===== src/rtl/spc_pkg.sv =====
// Package of register map, field positions and types for the serial port control block
package spc_pkg;
    localparam logic [11:0] TX_CTRL_OFFSET = 12'h000;
    localparam logic [11:0] RX_CTRL_OFFSET = 12'h004;
    localparam logic [11:0] BAUD_CTRL_OFFSET = 12'h008;
    localparam logic [11:0] DIV_LOW_OFFSET = 12'h00c;
    localparam logic [11:0] DIV_HIGH_OFFSET = 12'h010;
    localparam logic [11:0] EVENT_OFFSET = 12'h014;
    // transmit_status_control fields
    localparam int CLOCK_SOURCE_POS = 7;
    localparam int TX_NINE_POS = 6;
    localparam int TX_ENABLE_POS = 5;
    localparam int MODE_SYNC_POS = 4;
    localparam int BREAK_REQ_POS = 3;
    localparam int HIGH_SPEED_POS = 2;
    localparam int TSR_EMPTY_POS = 1;
    localparam int TX_NINTH_POS = 0;
    // receive_status_control fields
    localparam int PORT_ENABLE_POS = 7;
    localparam int RX_NINE_POS = 6;
    localparam int SINGLE_RX_POS = 5;
    localparam int CONT_RX_POS = 4;
    localparam int ADDR_DETECT_POS = 3;
    localparam int FRAMING_POS = 2;
    localparam int OVERRUN_POS = 1;
    localparam int RX_NINTH_POS = 0;
    // baud_rate_control fields
    localparam int AB_OVF_POS = 7;
    localparam int RX_IDLE_POS = 6;
    localparam int POLARITY_POS = 4;
    localparam int SIXTEEN_POS = 3;
    localparam int WAKEUP_POS = 1;
    localparam int AUTOBAUD_POS = 0;
    // Writable masks and reset values
    localparam logic [7:0] TX_CTRL_WMASK = 8'hfd;
    localparam logic [7:0] RX_CTRL_WMASK = 8'hf8;
    localparam logic [7:0] BAUD_CTRL_WMASK = 8'h1b;
    localparam logic [7:0] TX_CTRL_RESET = 8'h00;
    localparam logic [7:0] RX_CTRL_RESET = 8'h00;
    localparam logic [7:0] BAUD_CTRL_RESET = 8'h00;
    // Baud multipliers minus one
    localparam logic [5:0] MULT_ASYNC8_LOW = 6'h3f;
    localparam logic [5:0] MULT_ASYNC_MID = 6'h0f;
    localparam logic [5:0] MULT_SYNC = 6'h03;

    typedef struct packed {
        logic break_done;
        logic tx_load;
        logic tx_shift_done;
        logic rx_start;
        logic rx_done;
        logic rx_ninth;
        logic rx_framing;
        logic rx_overrun;
        logic ab_done;
        logic ab_overflow;
        logic wake_edge;
    } spc_events_t;

    typedef struct packed {
        logic port_on;
        logic sync_mode;
        logic master;
        logic tx_active;
        logic rx_active;
        logic nine_tx;
        logic nine_rx;
        logic ninth_tx;
        logic addr_detect;
        logic polarity;
        logic break_pending;
        logic wakeup;
        logic autobaud;
    } spc_ctrl_t;
endpackage


===== src/rtl/spc_top.sv =====
// Serial port control registers, status flags and baud generator behind an APB slave
`timescale 1ns/1ps
// Contract
// - Sync mode clock source: master or slave
// - Transmit nine-bit select sets character length
// - Transmit enable; sync receive enables override it
// - Mode bit selects synchronous or asynchronous
// - Break request sends break, hardware clears
// - Shift register empty flag, resets to one
// - Transmit ninth bit supplies ninth data
// - Port enable; clear holds port reset
// - Receive nine-bit select sets character length
// - Single receive in sync master, self-clears
// - Continuous receive enables; overrides single receive
// - Address detect accepts only ninth-bit-set characters
// - Framing flag updates on read and receive
// - Overrun clears when continuous receive clears
// - Auto-baud overflow flag set on timer overflow
// - Receive idle flag, resets to one
// - Polarity inverts async data or selects edge
// - Wake-up waits falling edge, sets flag, clears
// - Auto-baud enable starts detection, self-clears
// - Baud generator 8 or 16 bit free-running
// - Speed bits set multiplier; divisor write resets
// - Baud divides clock by 64, 16, 4 times n+1
module spc_top (
    input wire logic pclk,
    input wire logic presetn,
    input wire logic psel,
    input wire logic penable,
    input wire logic pwrite,
    input wire logic [11:0] paddr,
    input wire logic [31:0] pwdata,
    input wire logic [3:0] pstrb,
    output logic [31:0] prdata,
    output logic pready,
    output logic pslverr,
    input wire spc_pkg::spc_events_t events,
    input wire logic rx_data_read,
    input wire logic rx_pin,
    output spc_pkg::spc_ctrl_t ctrl,
    output logic baud_tick,
    output logic receive_interrupt_flag
);
    import spc_pkg::*;

    logic [7:0] tx_ctrl;
    logic [7:0] rx_ctrl;
    logic [7:0] baud_ctrl;
    logic [7:0] div_low;
    logic [7:0] div_high;
    logic tsr_empty;
    logic framing;
    logic overrun;
    logic rx_ninth;
    logic ab_ovf;
    logic rx_idle;
    logic [15:0] brg_count;
    logic [5:0] mult_count;
    logic [2:0] rx_sync;
    logic rx_stable;
    logic rx_prev;
    logic wake_fall;
    logic access;
    logic wr;
    logic rd;
    logic div_write;
    logic sync_m;
    logic port_on;
    logic [15:0] divisor;
    logic [5:0] mult_max;
    logic brg_wrap;

    assign access = psel && penable;
    assign wr = access && pwrite && pstrb[0];
    assign rd = access && !pwrite;
    assign sync_m = tx_ctrl[MODE_SYNC_POS];
    assign port_on = rx_ctrl[PORT_ENABLE_POS];
    assign div_write = wr && (paddr == DIV_LOW_OFFSET || paddr == DIV_HIGH_OFFSET);

    // Port enable itself survives the port reset so software can turn it on
    always_ff @(posedge pclk or negedge presetn) begin
        if (!presetn) begin
            tx_ctrl <= TX_CTRL_RESET;
        end else if (!port_on) begin
            tx_ctrl <= TX_CTRL_RESET;
        end else if (wr && paddr == TX_CTRL_OFFSET) begin
            tx_ctrl <= pwdata[7:0] & TX_CTRL_WMASK;
        end else if (events.break_done && !sync_m) begin
            tx_ctrl[BREAK_REQ_POS] <= 1'b0;
        end
    end

    always_ff @(posedge pclk or negedge presetn) begin
        if (!presetn) begin
            rx_ctrl <= RX_CTRL_RESET;
        end else if (wr && paddr == RX_CTRL_OFFSET) begin
            rx_ctrl <= pwdata[7:0] & RX_CTRL_WMASK;
            if (!pwdata[PORT_ENABLE_POS]) begin
                rx_ctrl <= RX_CTRL_RESET;
            end
        end else if (events.rx_done && sync_m && tx_ctrl[CLOCK_SOURCE_POS]
                     && !rx_ctrl[CONT_RX_POS]) begin
            rx_ctrl[SINGLE_RX_POS] <= 1'b0;
        end
    end

    always_ff @(posedge pclk or negedge presetn) begin
        if (!presetn) begin
            baud_ctrl <= BAUD_CTRL_RESET;
        end else if (!port_on) begin
            baud_ctrl <= BAUD_CTRL_RESET;
        end else if (wr && paddr == BAUD_CTRL_OFFSET) begin
            baud_ctrl <= pwdata[7:0] & BAUD_CTRL_WMASK;
        end else begin
            if (events.ab_done && !sync_m) begin
                baud_ctrl[AUTOBAUD_POS] <= 1'b0;
            end
            if (wake_fall) begin
                baud_ctrl[WAKEUP_POS] <= 1'b0;
            end
        end
    end

    always_ff @(posedge pclk or negedge presetn) begin
        if (!presetn) begin
            div_low <= 8'h00;
            div_high <= 8'h00;
        end else if (wr && paddr == DIV_LOW_OFFSET) begin
            div_low <= pwdata[7:0];
        end else if (wr && paddr == DIV_HIGH_OFFSET) begin
            div_high <= pwdata[7:0];
        end
    end

    // Status flags; a hardware set wins over the clearing condition for overrun and ab_ovf, while tx_load and rx_start win for tsr_empty and rx_idle
    always_ff @(posedge pclk or negedge presetn) begin
        if (!presetn) begin
            tsr_empty <= 1'b1;
            framing <= 1'b0;
            overrun <= 1'b0;
            rx_ninth <= 1'b0;
            ab_ovf <= 1'b0;
            rx_idle <= 1'b1;
        end else if (!port_on) begin
            tsr_empty <= 1'b1;
            framing <= 1'b0;
            overrun <= 1'b0;
            rx_ninth <= 1'b0;
            ab_ovf <= 1'b0;
            rx_idle <= 1'b1;
        end else begin
            if (events.tx_load) begin
                tsr_empty <= 1'b0;
            end else if (events.tx_shift_done) begin
                tsr_empty <= 1'b1;
            end
            if (events.rx_done || rx_data_read) begin
                framing <= events.rx_framing;
                rx_ninth <= events.rx_ninth;
            end
            if (events.rx_overrun) begin
                overrun <= 1'b1;
            end else if (!rx_ctrl[CONT_RX_POS]) begin
                overrun <= 1'b0;
            end
            if (!sync_m && events.ab_overflow) begin
                ab_ovf <= 1'b1;
            end else if (!baud_ctrl[AUTOBAUD_POS]) begin
                ab_ovf <= 1'b0;
            end
            if (!sync_m && events.rx_start) begin
                rx_idle <= 1'b0;
            end else if (events.rx_done) begin
                rx_idle <= 1'b1;
            end
        end
    end

    // Three-stage synchroniser; only stages two and three are compared
    always_ff @(posedge pclk or negedge presetn) begin
        if (!presetn) begin
            rx_sync <= 3'b111;
            rx_stable <= 1'b1;
            rx_prev <= 1'b1;
        end else begin
            rx_sync <= {rx_sync[1:0], rx_pin};
            if (rx_sync[1] == rx_sync[2]) begin
                rx_stable <= rx_sync[2];
            end
            rx_prev <= rx_stable;
        end
    end

    assign wake_fall = port_on && !sync_m && baud_ctrl[WAKEUP_POS] && rx_prev && !rx_stable;

    // Receive flag: address filter in nine-bit async, or wake-up edge
    always_ff @(posedge pclk or negedge presetn) begin
        if (!presetn) begin
            receive_interrupt_flag <= 1'b0;
        end else if (!port_on) begin
            receive_interrupt_flag <= 1'b0;
        end else if (wake_fall) begin
            receive_interrupt_flag <= 1'b1;
        end else if (events.rx_done && !baud_ctrl[WAKEUP_POS]
                     && (!(rx_ctrl[ADDR_DETECT_POS] && rx_ctrl[RX_NINE_POS] && !sync_m)
                         || events.rx_ninth)) begin
            receive_interrupt_flag <= 1'b1;
        end else if (rx_data_read) begin
            receive_interrupt_flag <= 1'b0;
        end
    end

    // Baud generator
    assign divisor = baud_ctrl[SIXTEEN_POS] ? {div_high, div_low} : {8'h00, div_low};
    always_comb begin
        if (sync_m) begin
            mult_max = MULT_SYNC;
        end else if (baud_ctrl[SIXTEEN_POS] || tx_ctrl[HIGH_SPEED_POS]) begin
            mult_max = MULT_ASYNC_MID;
        end else begin
            mult_max = MULT_ASYNC8_LOW;
        end
    end
    assign brg_wrap = (mult_count >= mult_max);

    always_ff @(posedge pclk or negedge presetn) begin
        if (!presetn) begin
            mult_count <= 6'h00;
            brg_count <= 16'h0000;
            baud_tick <= 1'b0;
        end else if (!port_on || div_write) begin
            mult_count <= 6'h00;
            brg_count <= 16'h0000;
            baud_tick <= 1'b0;
        end else if (brg_wrap) begin
            mult_count <= 6'h00;
            baud_tick <= (brg_count >= divisor);
            brg_count <= (brg_count >= divisor) ? 16'h0000 : brg_count + 16'h0001;
        end else begin
            mult_count <= mult_count + 6'h01;
            baud_tick <= 1'b0;
        end
    end

    // Control outputs to shifter logic
    always_ff @(posedge pclk or negedge presetn) begin
        if (!presetn) begin
            ctrl <= '0;
        end else begin
            ctrl.port_on <= port_on;
            ctrl.sync_mode <= sync_m;
            ctrl.master <= sync_m && tx_ctrl[CLOCK_SOURCE_POS];
            ctrl.tx_active <= port_on && tx_ctrl[TX_ENABLE_POS]
                && !(sync_m && (rx_ctrl[SINGLE_RX_POS] || rx_ctrl[CONT_RX_POS]));
            ctrl.rx_active <= port_on && (rx_ctrl[CONT_RX_POS] || (sync_m
                && tx_ctrl[CLOCK_SOURCE_POS] && rx_ctrl[SINGLE_RX_POS]));
            ctrl.nine_tx <= tx_ctrl[TX_NINE_POS];
            ctrl.nine_rx <= rx_ctrl[RX_NINE_POS];
            ctrl.ninth_tx <= tx_ctrl[TX_NINTH_POS];
            ctrl.addr_detect <= !sync_m && rx_ctrl[RX_NINE_POS] && rx_ctrl[ADDR_DETECT_POS];
            ctrl.polarity <= baud_ctrl[POLARITY_POS];
            ctrl.break_pending <= !sync_m && tx_ctrl[BREAK_REQ_POS];
            ctrl.wakeup <= !sync_m && baud_ctrl[WAKEUP_POS];
            ctrl.autobaud <= !sync_m && baud_ctrl[AUTOBAUD_POS];
        end
    end

    // APB read path; zero-wait, unmapped reads zero with error
    always_ff @(posedge pclk or negedge presetn) begin
        if (!presetn) begin
            prdata <= 32'h0000_0000;
            pready <= 1'b0;
            pslverr <= 1'b0;
        end else begin
            pready <= psel && !penable;
            pslverr <= 1'b0;
            prdata <= 32'h0000_0000;
            if (psel && !penable) begin
                if (paddr == TX_CTRL_OFFSET) begin
                    prdata[7:0] <= {tx_ctrl[7:2], tsr_empty, tx_ctrl[0]};
                end else if (paddr == RX_CTRL_OFFSET) begin
                    prdata[7:0] <= {rx_ctrl[7:3], framing, overrun, rx_ninth};
                end else if (paddr == BAUD_CTRL_OFFSET) begin
                    prdata[7:0] <= {ab_ovf, rx_idle, 1'b0, baud_ctrl[4:3], 1'b0, baud_ctrl[1:0]};
                end else if (paddr == DIV_LOW_OFFSET) begin
                    prdata[7:0] <= div_low;
                end else if (paddr == DIV_HIGH_OFFSET) begin
                    prdata[7:0] <= div_high;
                end else begin
                    pslverr <= 1'b1;
                end
            end
        end
    end
endmodule


===== config.mk =====
export PLATFORM = sky130hd
export DESIGN_NAME = spc_top
export DESIGN_NICKNAME = d
export VERILOG_FILES = /design/src/rtl/spc_pkg.sv /design/src/rtl/spc_top.sv
export SDC_FILE = /design/constraint.sdc
export NUM_CORES = 1
export LEC_CHECK = 0
export ABC_AREA = 1
export BUFFER_PORTS_ARGS = -buffer_cell sky130_fd_sc_hd__buf_4
export CORE_ASPECT_RATIO = 0.8
export CORE_MARGIN = 2
export CORE_UTILIZATION = 49
export CTS_CLUSTER_DIAMETER = 100
export CTS_CLUSTER_SIZE = 20
export DETAILED_ROUTE_END_ITERATION = 12
export GPL_ROUTABILITY_DRIVEN = 0
export PLACE_DENSITY = 0.77
export SETUP_SLACK_MARGIN = 0.2
export SYNTH_ARGS = -nofsm -noshare
export SYNTH_HDL_FRONTEND = slang
export SYNTH_SLANG_ARGS = --single-unit

===== constraint.sdc =====
create_clock -name pclk -period 1.85 [get_ports pclk]
set_input_delay 0.4625 -clock pclk [delete_from_list [all_inputs] [get_ports pclk]]
set_output_delay 0.4625 -clock pclk [all_outputs]
set_load 0.01 [all_outputs]

# Word level (Yosys, flattened, before mapping)
# Index checks and enable logic that the tools add are counted.
dict set report word_totals {
  mem_bits_ro 0
  memories 0
  word_cells 169
  latch_bits 0
  reg_bits 95
  ramBits 0
}
dict set report op_classes {
  reduce_logical 55
  order_cmp 2
  div 0
  add_sub_neg 2
  n_mul 0
  n_mux 55
  eq_ne 16
  n_shift 0
  n_bitwise 1
}
# cell n
set ops {}
lappend ops {{2-to-1 mux 16 bit} 4}
lappend ops {{2-to-1 mux 8 bit} 8}
lappend ops {{logical AND 1 bit} 36}
lappend ops {{2-to-1 mux 1 bit} 34}
lappend ops {{equality test 12 x 4 -> 1 bit, second input constant} 2}
lappend ops {{2-to-1 mux 6 bit} 4}
lappend ops {{adder 16 x 1 -> 16 bit, second input constant} 1}
lappend ops {{>= comparator 16 bit} 1}
lappend ops {{equality test 12 x 3 -> 1 bit, second input constant} 1}
lappend ops {{equality test 12 x 5 -> 1 bit, second input constant} 1}
lappend ops {{zero test 12 bit} 1}
lappend ops {{inequality test 3 x 1 -> 1 bit, second input constant} 3}
lappend ops {{zero test 1 bit} 8}
lappend ops {{logical OR 1 bit} 7}
lappend ops {{adder 6 x 1 -> 6 bit, second input constant} 1}
lappend ops {{>= comparator 6 bit} 1}
lappend ops {{2-to-1 mux 3 bit} 2}
lappend ops {{inequality test 2 x 1 -> 1 bit, second input constant} 3}
lappend ops {{inequality test 3 x 2 -> 1 bit, second input constant} 2}
lappend ops {{inequality test 3 bit, second input constant} 2}
lappend ops {{2-to-1 mux 5 bit} 1}
lappend ops {{2-to-1 mux 4 bit} 1}
lappend ops {{inequality test 4 x 2 -> 1 bit, second input constant} 1}
lappend ops {{nonzero test 2 bit} 2}
lappend ops {{other kinds (4)} 4}

# Longest topological paths before layout
# Gate-level depths: netlist of the first run.
dict set report logic_depth {
  word_depth 8
  depth_mapped 14
}

# Least setup slack after synthesis of the first run
# Ideal clock, no wire load.
dict set report synth_timing {
  path_kind {flip-flop to flip-flop}
  from {register tx_ctrl[4]}
  to {register brg_count[11]}
  arrival_ns 1.931
  path_stages_with_launch 12
  setup_slack_ns -0.200
  n_path_buf 1
  path_cell_list {dfrtp_1 > inv_1 > nand3_1 > ha_1 > nand2_1 > o21bai_1 > nand2_1 > nor2_1 > nand3_4 > buf_4 > a21oi_1 > nor2_1}
}
dict set report synth_via {
  elab_chain_cells 3
}
# item line_no
set synth_lines {}
lappend synth_lines {{from (decl)} spc_top.sv:47} ;# logic [7:0] tx_ctrl;
lappend synth_lines {{from (signal assigned)} spc_top.sv:88} ;# tx_ctrl <= pwdata[7:0] & TX_CTRL_WMASK;
lappend synth_lines {{2-to-1 mux 6 bit} spc_top.sv:217} ;# if (sync_m) begin
lappend synth_lines {{>= comparator 6 bit} spc_top.sv:225} ;# assign brg_wrap = (mult_count >= mult_max);
lappend synth_lines {{nonzero test 2 bit (no line)} --}
lappend synth_lines {{to (signal assigned)} spc_top.sv:239} ;# brg_count <= (brg_count >= divisor) ? 16'h0000 : brg_count + 16'h0001;
lappend synth_lines {{to (decl)} spc_top.sv:58} ;# logic [15:0] brg_count;
# Every way passes these cells.
# A chain may end at the register's enable or synchronous reset.

# Final worst setup path of the first run
dict set report layout_timing {
  from {register baud_ctrl[3]}
  to {register brg_count[0]}
}
dict set report layout_via {
  elab_chain_cells 5
}
# item line_no
set layout_lines {}
lappend layout_lines {{from (decl)} spc_top.sv:49} ;# logic [7:0] baud_ctrl;
lappend layout_lines {{from (signal assigned)} spc_top.sv:114} ;# baud_ctrl <= pwdata[7:0] & BAUD_CTRL_WMASK;
lappend layout_lines {{2-to-1 mux 16 bit / logical OR 1 bit (equally long branches)} {spc_top.sv:215, spc_top.sv:219}}
lappend layout_lines {{>= comparator 16 bit / 2-to-1 mux 6 bit (equally long branches)} {spc_top.sv:239, spc_top.sv:219}}
lappend layout_lines {{2-to-1 mux 16 bit / 2-to-1 mux 6 bit (equally long branches)} {spc_top.sv:239, spc_top.sv:217}}
lappend layout_lines {{2-to-1 mux 16 bit / >= comparator 6 bit (equally long branches)} {spc_top.sv:236, spc_top.sv:225}}
lappend layout_lines {{2-to-1 mux 16 bit / nonzero test 2 bit (equally long branches)} --}
# Parallel ways exist; a longest one is shown, timed or not. The select of a mux whose other input is x is not followed.

==> results of run 1 <==
where the power goes:
group          switching, W  internal (W)
registers          0.000101       0.00208
clock network      0.000815       0.00107
logic              0.000378      0.000288
logic make-up (layout without fill, tap and decap cells):
kind of cell,after synthesis,count (layout),share of synthesized area [%]
mux,1,1,0.229
buf+inv,124,208,11.8
compound gates,88,88,9.97
other cells,1,24,0.0762
simple gates,278,279,25.1
fa+ha+maj,23,23,5.80
flops,90,90,46.0
xor+xnor,6,6,1.07
worst max path at each step:
stage	slack (ns)	to
2_1_floorplan	0.06	brg_count[9]
3_3_place_gp	-0.13	brg_count[2]
3_5_place_dp	-0.21	brg_count[0]
4_1_cts	-0.1	brg_count[0]
5_1_grt	-0.24	brg_count[3]
6_report	-0.11	brg_count[0]
per-stage QoR:
step | setup TNS [ns] | worst slack (ns) | std cells
2_1_floorplan | 0 | 0.0607 | 634
3_3_place_gp | -1.69 | -0.128 | 834
3_5_place_dp | -3.53 | -0.212 | 834
4_1_cts | -1.20 | -0.0975 | 852
5_1_grt | -3.78 | -0.237 | 855
6_report | -1.53 | -0.107 | 855
layout make-up:
type                    instances  share of cell area, %
clock buffers                   9                   3.63
flip-flops and latches         90                   36.5
well taps                     136                   2.75
clock inverters                 7                   1.35
repair buffers                101                   12.7
inverters                      91                   5.59
multi-input cells             421                   37.4
sequential cells by signal (all words and copies together), names as in the netlist, 3 cells and up:
signal	flops
ctrl	13
tx_ctrl	7
rx_sync	3
baud_ctrl	4
mult_count	6
div_high	8
brg_count	16
prdata	8
div_low	8
rx_ctrl	5
worst max-delay path, stage by stage, from the launching register on:
cell      delay [ns]
dfrtp_2         0.48
inv_4           0.09
nand3_4         0.09
ha_4            0.29
nand2_2         0.05
o21bai_1        0.14
nand2_1         0.11
nor2_4          0.06
inv_2           0.08
nand3_2         0.10
nor2_4          0.20
nand2_1         0.11
o21ai_2         0.07
what timing repair did:
item / in CTS / in global routing
resized for setup: 11 / 15
setup buffers: 2 / 2
endpoints found under the setup margin: 22 / 39
hold buffers: 0 / 0
cloned: 0 / 1
pin swaps: 7 / 3
cells in the final DEF, fill, tap and decap left out, types with 2 or more instances in the layout:
master / n
nand2_1: 145
buf_4: 98
inv_1: 83
dfrtp_1: 81
nor2_1: 41
o21ai_0: 41
nand3_1: 37
conb_1: 24
a21oi_1: 19
ha_1: 18
nor3_1: 14
nand2_2: 9
clkbuf_16: 9
nor2_4: 8
nand4_1: 8
dfstp_2: 7
xor2_1: 6
inv_2: 5
nor2_2: 5
o211ai_1: 4
o21ai_1: 4
ha_4: 4
nand3_4: 3
a21oi_2: 3
nand3_2: 3
o31ai_1: 3
o22ai_1: 3
clkinvlp_4: 3
inv_4: 2
nand2_4: 2
o21bai_1: 2
o21ai_2: 2
a31oi_1: 2
dfrtp_2: 2
inv_8: 2
buf_12: 2
per-layer routing:
metal	vias up	global-route usage, %	wire length, um
li1	2128	-	-
met1	2082	33.1	5520
met2	178	39.4	5760
met3	24	5.38	1070
met4	0	6.55	217
met5	-	0	0
==> results.txt, run 1 <==
maximum number of pins on one net before global-route repair -> 38
highest fanout seen on the critical path -> 7
most common cell in the synthesized netlist -> nand2_1
Synth cell types -> 42
number of buffers between clock root and the deepest sink -> 2
die height -> 93.6 um
Total Die Area -> 0.0109 sq mm
Final Routed Wirelength -> 12600 um
vias per cell -> 5.16
smallest hold slack -> 0.0239 ns
Layout Nets -> 802
residual antenna-violating net count after detailed routing -> 0
dpl hpwl -> 9530 um
reg2reg end -> brg_count[0]
total of flip-flops plus latches after synthesis -> 90
final period utilization -> 106%
Synth top area share -> 42.2%
reg2reg path depth -> 12
multi-input combinational cell area -> 0.00232 sq mm
cell type with the highest aggregate area in the netlist -> dfrtp_1
startpoint-to-endpoint class of the critical path -> reg -> reg
minimum clock period -> 1.96 ns
cell area after placement -> 0.00575 sq mm
cells taking the most area after synthesis -> dfrtp_1 42%, nand2_1 12%, inv_1 6.6%
timing-limited maximum frequency -> 511 MHz
number of instances in the synthesized netlist -> 611
TritonCTS clock tree -> done
remaining max-slew budget at the tightest pin -> 60.1%
cell at the root of the clock tree -> clkbuf_16
total clock buffers created by CTS -> 9
final standard cell utilization of the core -> 63.9%
violated checks -> negative setup slack
DRC viols -> 0
Post-Syn Area -> 0.00492 sq mm
Main synth FF type -> dfrtp_1
final max-slew violation count -> 0
number of antenna violations at the first check in global routing -> 0
first-iteration detailed-routing DRC count -> 348
core outline area -> 0.00969 sq mm
async set-or-reset flop fraction in the synthesized netlist -> 100%
clock slew at reported path FFs -> 0.07 ns
post-route cell area -> 0.00620 sq mm
area added between synthesis and finish -> 25.9%
power density over the cells -> 764 mW/mm^2
width of the die -> 116 um
global route total overflow -> 0
data required time of the worst path -> 2.12 ns
slew at the pin closest to its max-slew limit -> 0.596 ns
fraction of layout cells with a size suffix above 1 -> 24.5%
io pins -> 115
clock latency of the later-clocked register in the worst-skew pair -> 0.35 ns
Data arrival, critical path -> 2.23 ns
Crit. Startpoint -> baud_ctrl[3]
R2R Path Start -> baud_ctrl[3]
share of synthesized area occupied by flip-flops and latches -> 46.0%
number of enable-type register cells in the synthesized netlist -> 0
global router's overall resource usage -> 24.3%
leakage -> 3.26 nW
count of final hold-check violations -> 0
initial core utilization -> 50.8%
average wire length per cell after detail routing -> 14.7 um
Worst Skew -> 0.00912 ns
Reg area -> 0.00226 sq mm
Cell Rows -> 32
via count -> 4412
Yosys warning count -> 0
most used standard cells in the synthesized netlist -> 151 x nand2_1, 87 x inv_1, 83 x dfrtp_1
unrepaired setup endpoints after global routing -> true
total of buffers placed on input and output ports -> 62
FILL cells -> 834
Worst Hold Class -> in -> async
mean instance size in the synthesized netlist -> 8.05 sq um
via count of the first global-routing pass -> 4286
Detailed Routing Iterations Pass 1 -> 7
number of max-cap violations -> 0
H-tree depth -> 3
register-to-register path setup slack -> -0.11 ns
ant diodes -> 0
clock sink count -> 90
final setup violation count -> 19
Critical Path Start Type -> register
Total Power Consumption -> 0.00473 W
final worst slack -> -0.107 ns
result of the run -> complete, but fails checks
Critical Path Sink Type -> register
maximum vdd ir drop -> 598 uV
wire length of the first global-routing pass -> 20300 um
No activity file was read; power rests on OpenSTA's default activity.
==> run 2, diff against run 1 <==
--- a/config.mk
+++ b/config.mk
@@ -7,7 +7,6 @@
 export LEC_CHECK = 0
 export ABC_AREA = 1
 export BUFFER_PORTS_ARGS = -buffer_cell sky130_fd_sc_hd__buf_4
-export CORE_ASPECT_RATIO = 0.8
 export CORE_MARGIN = 2
 export CORE_UTILIZATION = 49
 export CTS_CLUSTER_DIAMETER = 100
==> run 2 against run 1 <==
Compared with the run above: critical path depth is 1 higher; the flow still finishes with violations (negative setup slack); routed wire length is 1.5% higher; critical path type unchanged; largest power group unchanged; global-route usage is 0.42 points lower.
==> results.txt, run 2 (synthesized netlist as in run 1, its figures left out) <==
Detailed Routing Iterations Pass 1 -> 5 (-2)
most frequent standard cell in the layout excluding fill and tap cells -> nand2_1
power density over the cells -> 672 mW/mm^2 (-12%)
clock sink count -> 90 (unchanged)
vias per cell -> 5.27 (+2.1%)
Final Routed Wirelength -> 12800 um (+1.5%)
Top Usage Layer GRT -> met2
via count of the first global-routing pass -> 4348 (+1.4%)
via count -> 4510 (+2.2%)
switching share of power -> 28.6% (+1.3 points)
core outline area -> 0.00977 sq mm (+0.88%)
CTS hold repair buffers -> 0 (unchanged)
cell area after placement -> 0.00578 sq mm (+0.46%)
total clock buffers created by CTS -> 9 (unchanged)
P_sw -> 0.00120 W (-6.9%)
number of antenna violations at the first check in global routing -> 0 (unchanged)
Critical Path Sink Type -> register
Clock Power Share -> 32.6% (-7.2 points)
final worst slack -> -0.152 ns (-0.0447 ns)
total of buffers placed on input and output ports -> 62 (unchanged)
fraction of layout cells with a size suffix above 1 -> 27.4% (+2.9 points)
part of the total power dissipated in sequential elements -> 51.9% (+5.8 points)
remaining max-slew budget at the tightest pin -> 56.2% (-3.9 points)
max FFs per register -> 16 (unchanged)
reg2reg path depth -> 13 (+1)
wire length of the first global-routing pass -> 20500 um (+1.1%)
dpl hpwl -> 9260 um (-2.8%)
final period utilization -> 108% (+2.4 points)
Worst Skew -> 0.00904 ns (-0.0000812 ns)
TritonCTS clock tree -> done
crit path capture -> brg_count[0]
Total Power Consumption -> 0.00421 W (-11%)
highest fanout seen on the critical path -> 7 (unchanged)
initial core utilization -> 50.3% (-0.44 points)
FILL cells -> 784 (-6.0%)
number of max-cap violations -> 0 (unchanged)
io pins -> 115 (unchanged)
global route total overflow -> 0 (unchanged)
sum of negative setup slack -> -1.94 ns (-0.405 ns)
top flop regs -> brg_count x16, ctrl x13
average wire length per cell after detail routing -> 14.9 um (+1.4%)
maximum vdd ir drop -> 411 uV (-31%)
width of the die -> 104 um (-10%)
minimum clock period -> 2.00 ns (+0.0447 ns)
clock latency of the later-clocked register in the worst-skew pair -> 0.37 ns (+0.02 ns)
Data arrival, critical path -> 2.31 ns (+0.08 ns)
R2R Path Start -> baud_ctrl[3]
global router's overall resource usage -> 23.9% (-0.42 points)
unrepaired setup endpoints after global routing -> true
data required time of the worst path -> 2.16 ns (+0.04 ns)
final setup violation count -> 19 (unchanged)
fraction of met3 tracks used by global routing -> 5.83% (+0.45 points)
multi-input combinational cell area -> 0.00246 sq mm (+5.9%)
clock slew at reported path FFs -> 0.09 ns (+0.02 ns)
ant diodes -> 0 (unchanged)
startpoint-to-endpoint class of the critical path -> reg -> reg
residual antenna-violating net count after detailed routing -> 0 (unchanged)
area added between synthesis and finish -> 27.3%
count of final hold-check violations -> 0 (unchanged)
maximum number of pins on one net before global-route repair -> 33 (-13%)
Power Internal -> 0.00300 W (-13%)
H-tree depth -> 3 (unchanged)
first-iteration detailed-routing DRC count -> 260 (-25%)
cell at the root of the clock tree -> clkbuf_8
DRC viols -> 0 (unchanged)
Comb power frac -> 15.5% (+1.4 points)
die height -> 104 um (+11%)
Total Die Area -> 0.0109 sq mm (about the same)
Cell Rows -> 36 (+13%)
Biggest register -> brg_count
reg2reg end -> brg_count[0]
Layout Nets -> 806 (+0.50%)
Crit. Startpoint -> baud_ctrl[3]
leakage -> 3.34 nW (+2.5%)
highest-count cells in the layout ignoring fill and taps -> 132 x nand2_1, 100 x buf_4, 81 x dfrtp_1, 80 x inv_1, 44 x nor2_1
global routing usage on met2 -> 39.9% (+0.57 points)
timing-limited maximum frequency -> 500 MHz (-2.2%)
Reg area -> 0.00226 sq mm (unchanged)
final max-slew violation count -> 0 (unchanged)
register-to-register path setup slack -> -0.15 ns (-0.04 ns)
number of buffers between clock root and the deepest sink -> 2 (unchanged)
met1 Usage GRT -> 30.0% (-3.0 points)
Critical Path Start Type -> register
violated checks -> negative setup slack
slew at the pin closest to its max-slew limit -> 0.652 ns (+0.0560 ns)
result of the run -> complete, but fails checks
Worst Hold Class -> in -> async
post-route cell area -> 0.00626 sq mm (+1.1%)
## run 2: cell count changes in the layout (fill, tap and decap cells not counted), sizes merged
cell,previous run,this run
buf,101,106
clkbuf,9,11
clkinv,1,2
clkinvlp,3,1
inv,93,92
nand3,43,42
## run 2: final cells by class
class                      instances  share of cell area, %
clock buffer                      11                   2.10
multi-input combinational        420                   39.2
sequential                        90                   36.1
tap                              133                   2.66
timing repair buffer             106                   13.3
inverter                          91                   5.53
clock inverter                     5                  0.999
## run 2: worst max-delay path, cell delays in order, from the launching register on
cell	delay (ns)
dfrtp_2	0.42
buf_6	0.15
buf_6	0.10
nand2_2	0.05
ha_4	0.15
nand2_1	0.07
inv_1	0.05
o21bai_1	0.12
nand2_1	0.10
a21oi_2	0.21
nand3_4	0.14
nor2_4	0.21
nand2_1	0.10
o21ai_2	0.06
## run 2: per-layer routing
metal	up-vias	part of all wire, %	routed length, um
met4	0	2.4	312
met5	-	0	0
met1	2130	40	5070
met2	219	49	6220
li1	2124	-	-
met3	37	9.0	1150
## run 2: timing repair
item / in CTS / in global routing
endpoints found under the hold margin: 0 / 0
gates resized for setup: 22 / 36
buffers inserted: 2 / 3
endpoints found under the setup margin: 22 / 23
gates cloned: 0 / 0
pin swaps: 5 / 14
## run 2: worst min-delay path by stage
| stage | slack (ns) | cells past startpoint | end | startpoint |
|---|---|---|---|---|
| finish | 0.01 | 1 | framing | presetn |
| global route | 0.02 | 1 | receive_interrupt_flag | presetn |
| CTS | 0.01 | 1 | framing | presetn |
| detailed placement | 0.36 | 0 | rx_sync[1] | rx_sync[0] |
| global placement | 0.35 | 0 | rx_sync[1] | rx_sync[0] |
| floorplan | 0.17 | 0 | ab_ovf | presetn |
## run 2: metrics by stage
step | setup slack [ns] | std cells | utilization, % | hold WS, ns
after floorplan | 0.0607 | 634 | - | 0.167
after global placement | -0.126 | 835 | 59.1 | 0.346
after detailed placement | -0.211 | 835 | 59.1 | 0.357
after CTS | -0.0577 | 853 | 62.3 | 0.0131
after global routing | -0.281 | 856 | 64.1 | 0.0249
final | -0.152 | 856 | 64.1 | 0.0107
## run 2: power groups by stage
stage	combinational [W]	sequential [W]	clock (W)
3_3_place_gp	0.000579	0.00221	0
2_1_floorplan	0.000417	0.00220	0
5_1_grt	0.000746	0.00220	0.00147
4_1_cts	0.000625	0.00218	0.00139
6_report	0.000654	0.00218	0.00137
3_5_place_dp	0.000618	0.00222	0
==> run 3, diff against run 2 <==
--- a/config.mk
+++ b/config.mk
@@ -7,14 +7,15 @@
 export LEC_CHECK = 0
 export ABC_AREA = 1
 export BUFFER_PORTS_ARGS = -buffer_cell sky130_fd_sc_hd__buf_4
+export CORE_ASPECT_RATIO = 1.2
 export CORE_MARGIN = 2
 export CORE_UTILIZATION = 49
 export CTS_CLUSTER_DIAMETER = 100
-export CTS_CLUSTER_SIZE = 20
 export DETAILED_ROUTE_END_ITERATION = 12
 export GPL_ROUTABILITY_DRIVEN = 0
 export PLACE_DENSITY = 0.77
 export SETUP_SLACK_MARGIN = 0.2
+export SLEW_MARGIN = 15
 export SYNTH_ARGS = -nofsm -noshare
 export SYNTH_HDL_FRONTEND = slang
 export SYNTH_SLANG_ARGS = --single-unit
==> run 3 against run 2 <==
Compared with the run above: the run still ends with negative setup slack left; via count increased by 0.67%; count of clock-buffer cells in the layout increased by 1; setup slack improved by 0.049 ns; highest routed layer unchanged; maximum frequency increased by 2.5%; first-iteration DRC count increased by 56%; register-to-register slack improved by 0.05 ns; non-clock buffer count increased by 3; utilization increased by 1.1 points; combinational power increased by 7.5%.
==> results.txt, run 3 (synthesized netlist as in run 1, its figures left out) <==
timing-limited maximum frequency -> 512 MHz (+2.5%)
Comb power frac -> 14.3% (-1.2 points)
die height -> 114 um (+9.2%)
maximum cell stage delay along the critical path -> 0.43 ns (about the same)
Total Die Area -> 0.0109 sq mm (about the same)
final max-slew violation count -> 0 (unchanged)
Biggest register -> brg_count
Critical Path Start Type -> register
final worst slack -> -0.103 ns (+0.0491 ns)
P_sw -> 0.00127 W (+5.8%)
vias per cell -> 5.33 (+1.1%)
ant diodes -> 0 (unchanged)
clock latency of the later-clocked register in the worst-skew pair -> 0.35 ns (-0.02 ns)
maximum vdd ir drop -> 451 uV (+9.7%)
highest fanout seen on the critical path -> 7 (unchanged)
Detailed Routing Iterations Pass 1 -> 6 (+1)
register-to-register path setup slack -> -0.10 ns (+0.05 ns)
Layout Nets -> 809 (+0.37%)
dpl hpwl -> 9410 um (+1.6%)
global router's overall resource usage -> 24.6% (+0.74 points)
final period utilization -> 106% (-2.7 points)
total clock buffers created by CTS -> 9 (unchanged)
area added between synthesis and finish -> 31.2%
Cell Rows -> 40 (+11%)
CTS hold repair buffers -> 0 (unchanged)
Worst Hold Class -> in -> async
Worst Path Buf+Inv -> 2 (-1)
reg2reg path depth -> 13 (unchanged)
Power Internal -> 0.00365 W (+22%)
startpoint-to-endpoint class of the critical path -> reg -> reg
io pins -> 115 (unchanged)
Crit path top cell by count -> nand2_1
remaining max-slew budget at the tightest pin -> 59.9% (+3.7 points)
TritonCTS clock tree -> done
max FFs per register -> 16 (unchanged)
clock sink count -> 90 (unchanged)
DRC viols -> 0 (unchanged)
CP max stage cell -> dfrtp_2
violated checks -> negative setup slack
total of buffers placed on input and output ports -> 62 (unchanged)
highest-count cells in the layout ignoring fill and taps -> 128 x nand2_1, 99 x buf_4, 81 x inv_1, 81 x dfrtp_1, 41 x nor2_1
count of final hold-check violations -> 0 (unchanged)
core outline area -> 0.00991 sq mm (+1.4%)
minimum clock period -> 1.95 ns (-0.0491 ns)
maximum number of pins on one net before global-route repair -> 35 (+6.1%)
average wire length per cell after detail routing -> 15.7 um (+5.5%)
leakage -> 3.41 nW (+2.1%)
clock slew at reported path FFs -> 0.06 ns (-0.03 ns)
initial core utilization -> 49.6% (-0.69 points)
first-iteration detailed-routing DRC count -> 405 (+56%)
residual antenna-violating net count after detailed routing -> 0 (unchanged)
top flop regs -> brg_count x16, ctrl x13
Critical Path, Cell by Cell -> buf_6, buf_4, nand2_2, ha_4, nand2_1, nand2_1, nand2_1, nand2_1, a21oi_2, nand3_4, nor2_4, nand2_1, o21ai_1
smallest hold slack -> 0.0640 ns (+0.0533 ns)
via count of the first global-routing pass -> 4400 (+1.2%)
Data arrival, critical path -> 2.22 ns (-0.09 ns)
Critical Path Sink Type -> register
reg2reg end -> brg_count[14]
Total Power Consumption -> 0.00492 W (+17%)
unrepaired setup endpoints after global routing -> true
Worst Skew -> 0.00918 ns (+0.000138 ns)
number of max-cap violations -> 0 (unchanged)
gate family responsible for the most delay along the worst path -> simple AND/OR/NAND/NOR gates
number of antenna violations at the first check in global routing -> 0 (unchanged)
via count -> 4540 (+0.67%)
Final Routed Wirelength -> 13400 um (+5.1%)
global route total overflow -> 0 (unchanged)
final setup violation count -> 20 (+1)
Clock Power Share -> 41.2% (+8.6 points)
width of the die -> 95.5 um (-8.4%)
power density over the cells -> 763 mW/mm^2 (+14%)
part of the total power dissipated in sequential elements -> 44.6% (-7.3 points)
fraction of layout cells with a size suffix above 1 -> 28.5% (+1.1 points)
number of buffers between clock root and the deepest sink -> 2 (unchanged)
H-tree depth -> 3 (unchanged)
wire length of the first global-routing pass -> 20500 um (+0.37%)
R2R Path Start -> baud_ctrl[3]
slew at the pin closest to its max-slew limit -> 0.596 ns (-0.0558 ns)
switching share of power -> 25.9% (-2.8 points)
most frequent standard cell in the layout excluding fill and tap cells -> nand2_1
data required time of the worst path -> 2.12 ns (-0.04 ns)
result of the run -> complete, but fails checks
cell at the root of the clock tree -> clkbuf_16
==> run 3: how the worst max path moves through the flow <==
stage | to | slack, ns | startpoint | depth (start not counted)
5_1_grt | brg_count[0] | -0.23 | baud_ctrl[3] | 13
3_3_place_gp | brg_count[5] | -0.15 | baud_ctrl[3] | 11
3_5_place_dp | brg_count[3] | -0.20 | baud_ctrl[3] | 11
2_1_floorplan | brg_count[9] | 0.06 | baud_ctrl[3] | 14
4_1_cts | brg_count[14] | -0.03 | baud_ctrl[3] | 12
6_report | brg_count[14] | -0.10 | baud_ctrl[3] | 13
==> run 3: cell type report <==
| class | instances | area, sq um |
|---|---|---|
| fillers | 771 | 3450 |
| multi-input cells | 420 | 2480 |
| flip-flops and latches | 90 | 2260 |
| repair buffers | 109 | 882 |
| inverters | 91 | 347 |
| clock buffers | 12 | 256 |
| well taps | 126 | 158 |
| clock inverters | 4 | 73.8 |
==> run 3: worst register-to-register path: stages (launching register included) <==
cell and delay, ns:
dfrtp_2 0.43, buf_6 0.14, buf_4 0.12, nand2_2 0.07
ha_4 0.17, nand2_1 0.07, nand2_1 0.05, nand2_1 0.06
nand2_1 0.06, a21oi_2 0.18, nand3_4 0.13, nor2_4 0.23
nand2_1 0.08, o21ai_1 0.08
==> run 3: power groups by stage <==
stage / sequential, W / combinational [W] / clock, W
detailed placement: 0.00222 / 0.000614 / 0
CTS: 0.00219 / 0.000647 / 0.00203
floorplan: 0.00220 / 0.000417 / 0
finish: 0.00219 / 0.000703 / 0.00203
global route: 0.00220 / 0.000788 / 0.00211
global placement: 0.00221 / 0.000581 / 0
==> run 3: per-layer routing <==
| metal | track usage [%] | up-vias | part of all wire [%] |
|---|---|---|---|
| met5 | 0 | - | 0 |
| met4 | 16.2 | 0 | 4.8 |
| met3 | 3.50 | 58 | 5.8 |
| met2 | 42.2 | 202 | 52 |
| met1 | 28.3 | 2138 | 38 |
| li1 | - | 2142 | - |
==> run 3: what timing repair did <==
item	in CTS	in global routing
endpoints found under the setup margin	22	22
pin swaps	11	18
buffers inserted	7	2
gates resized for setup	17	53
==> run 3: per-stage QoR <==
stage                     instances  setup TNS [ns]  utilization (%)  setup slack, ns  area, sq um
final                           852           -1.13             65.2           -0.103         6460
after global routing            852           -3.59             65.2           -0.230         6460
after CTS                       850          -0.319             62.7          -0.0306         6220
after detailed placement        827           -2.87             58.3           -0.201         5770
after global placement          827           -1.84             58.3           -0.146         5770
after floorplan                 634               0                -           0.0607         5080
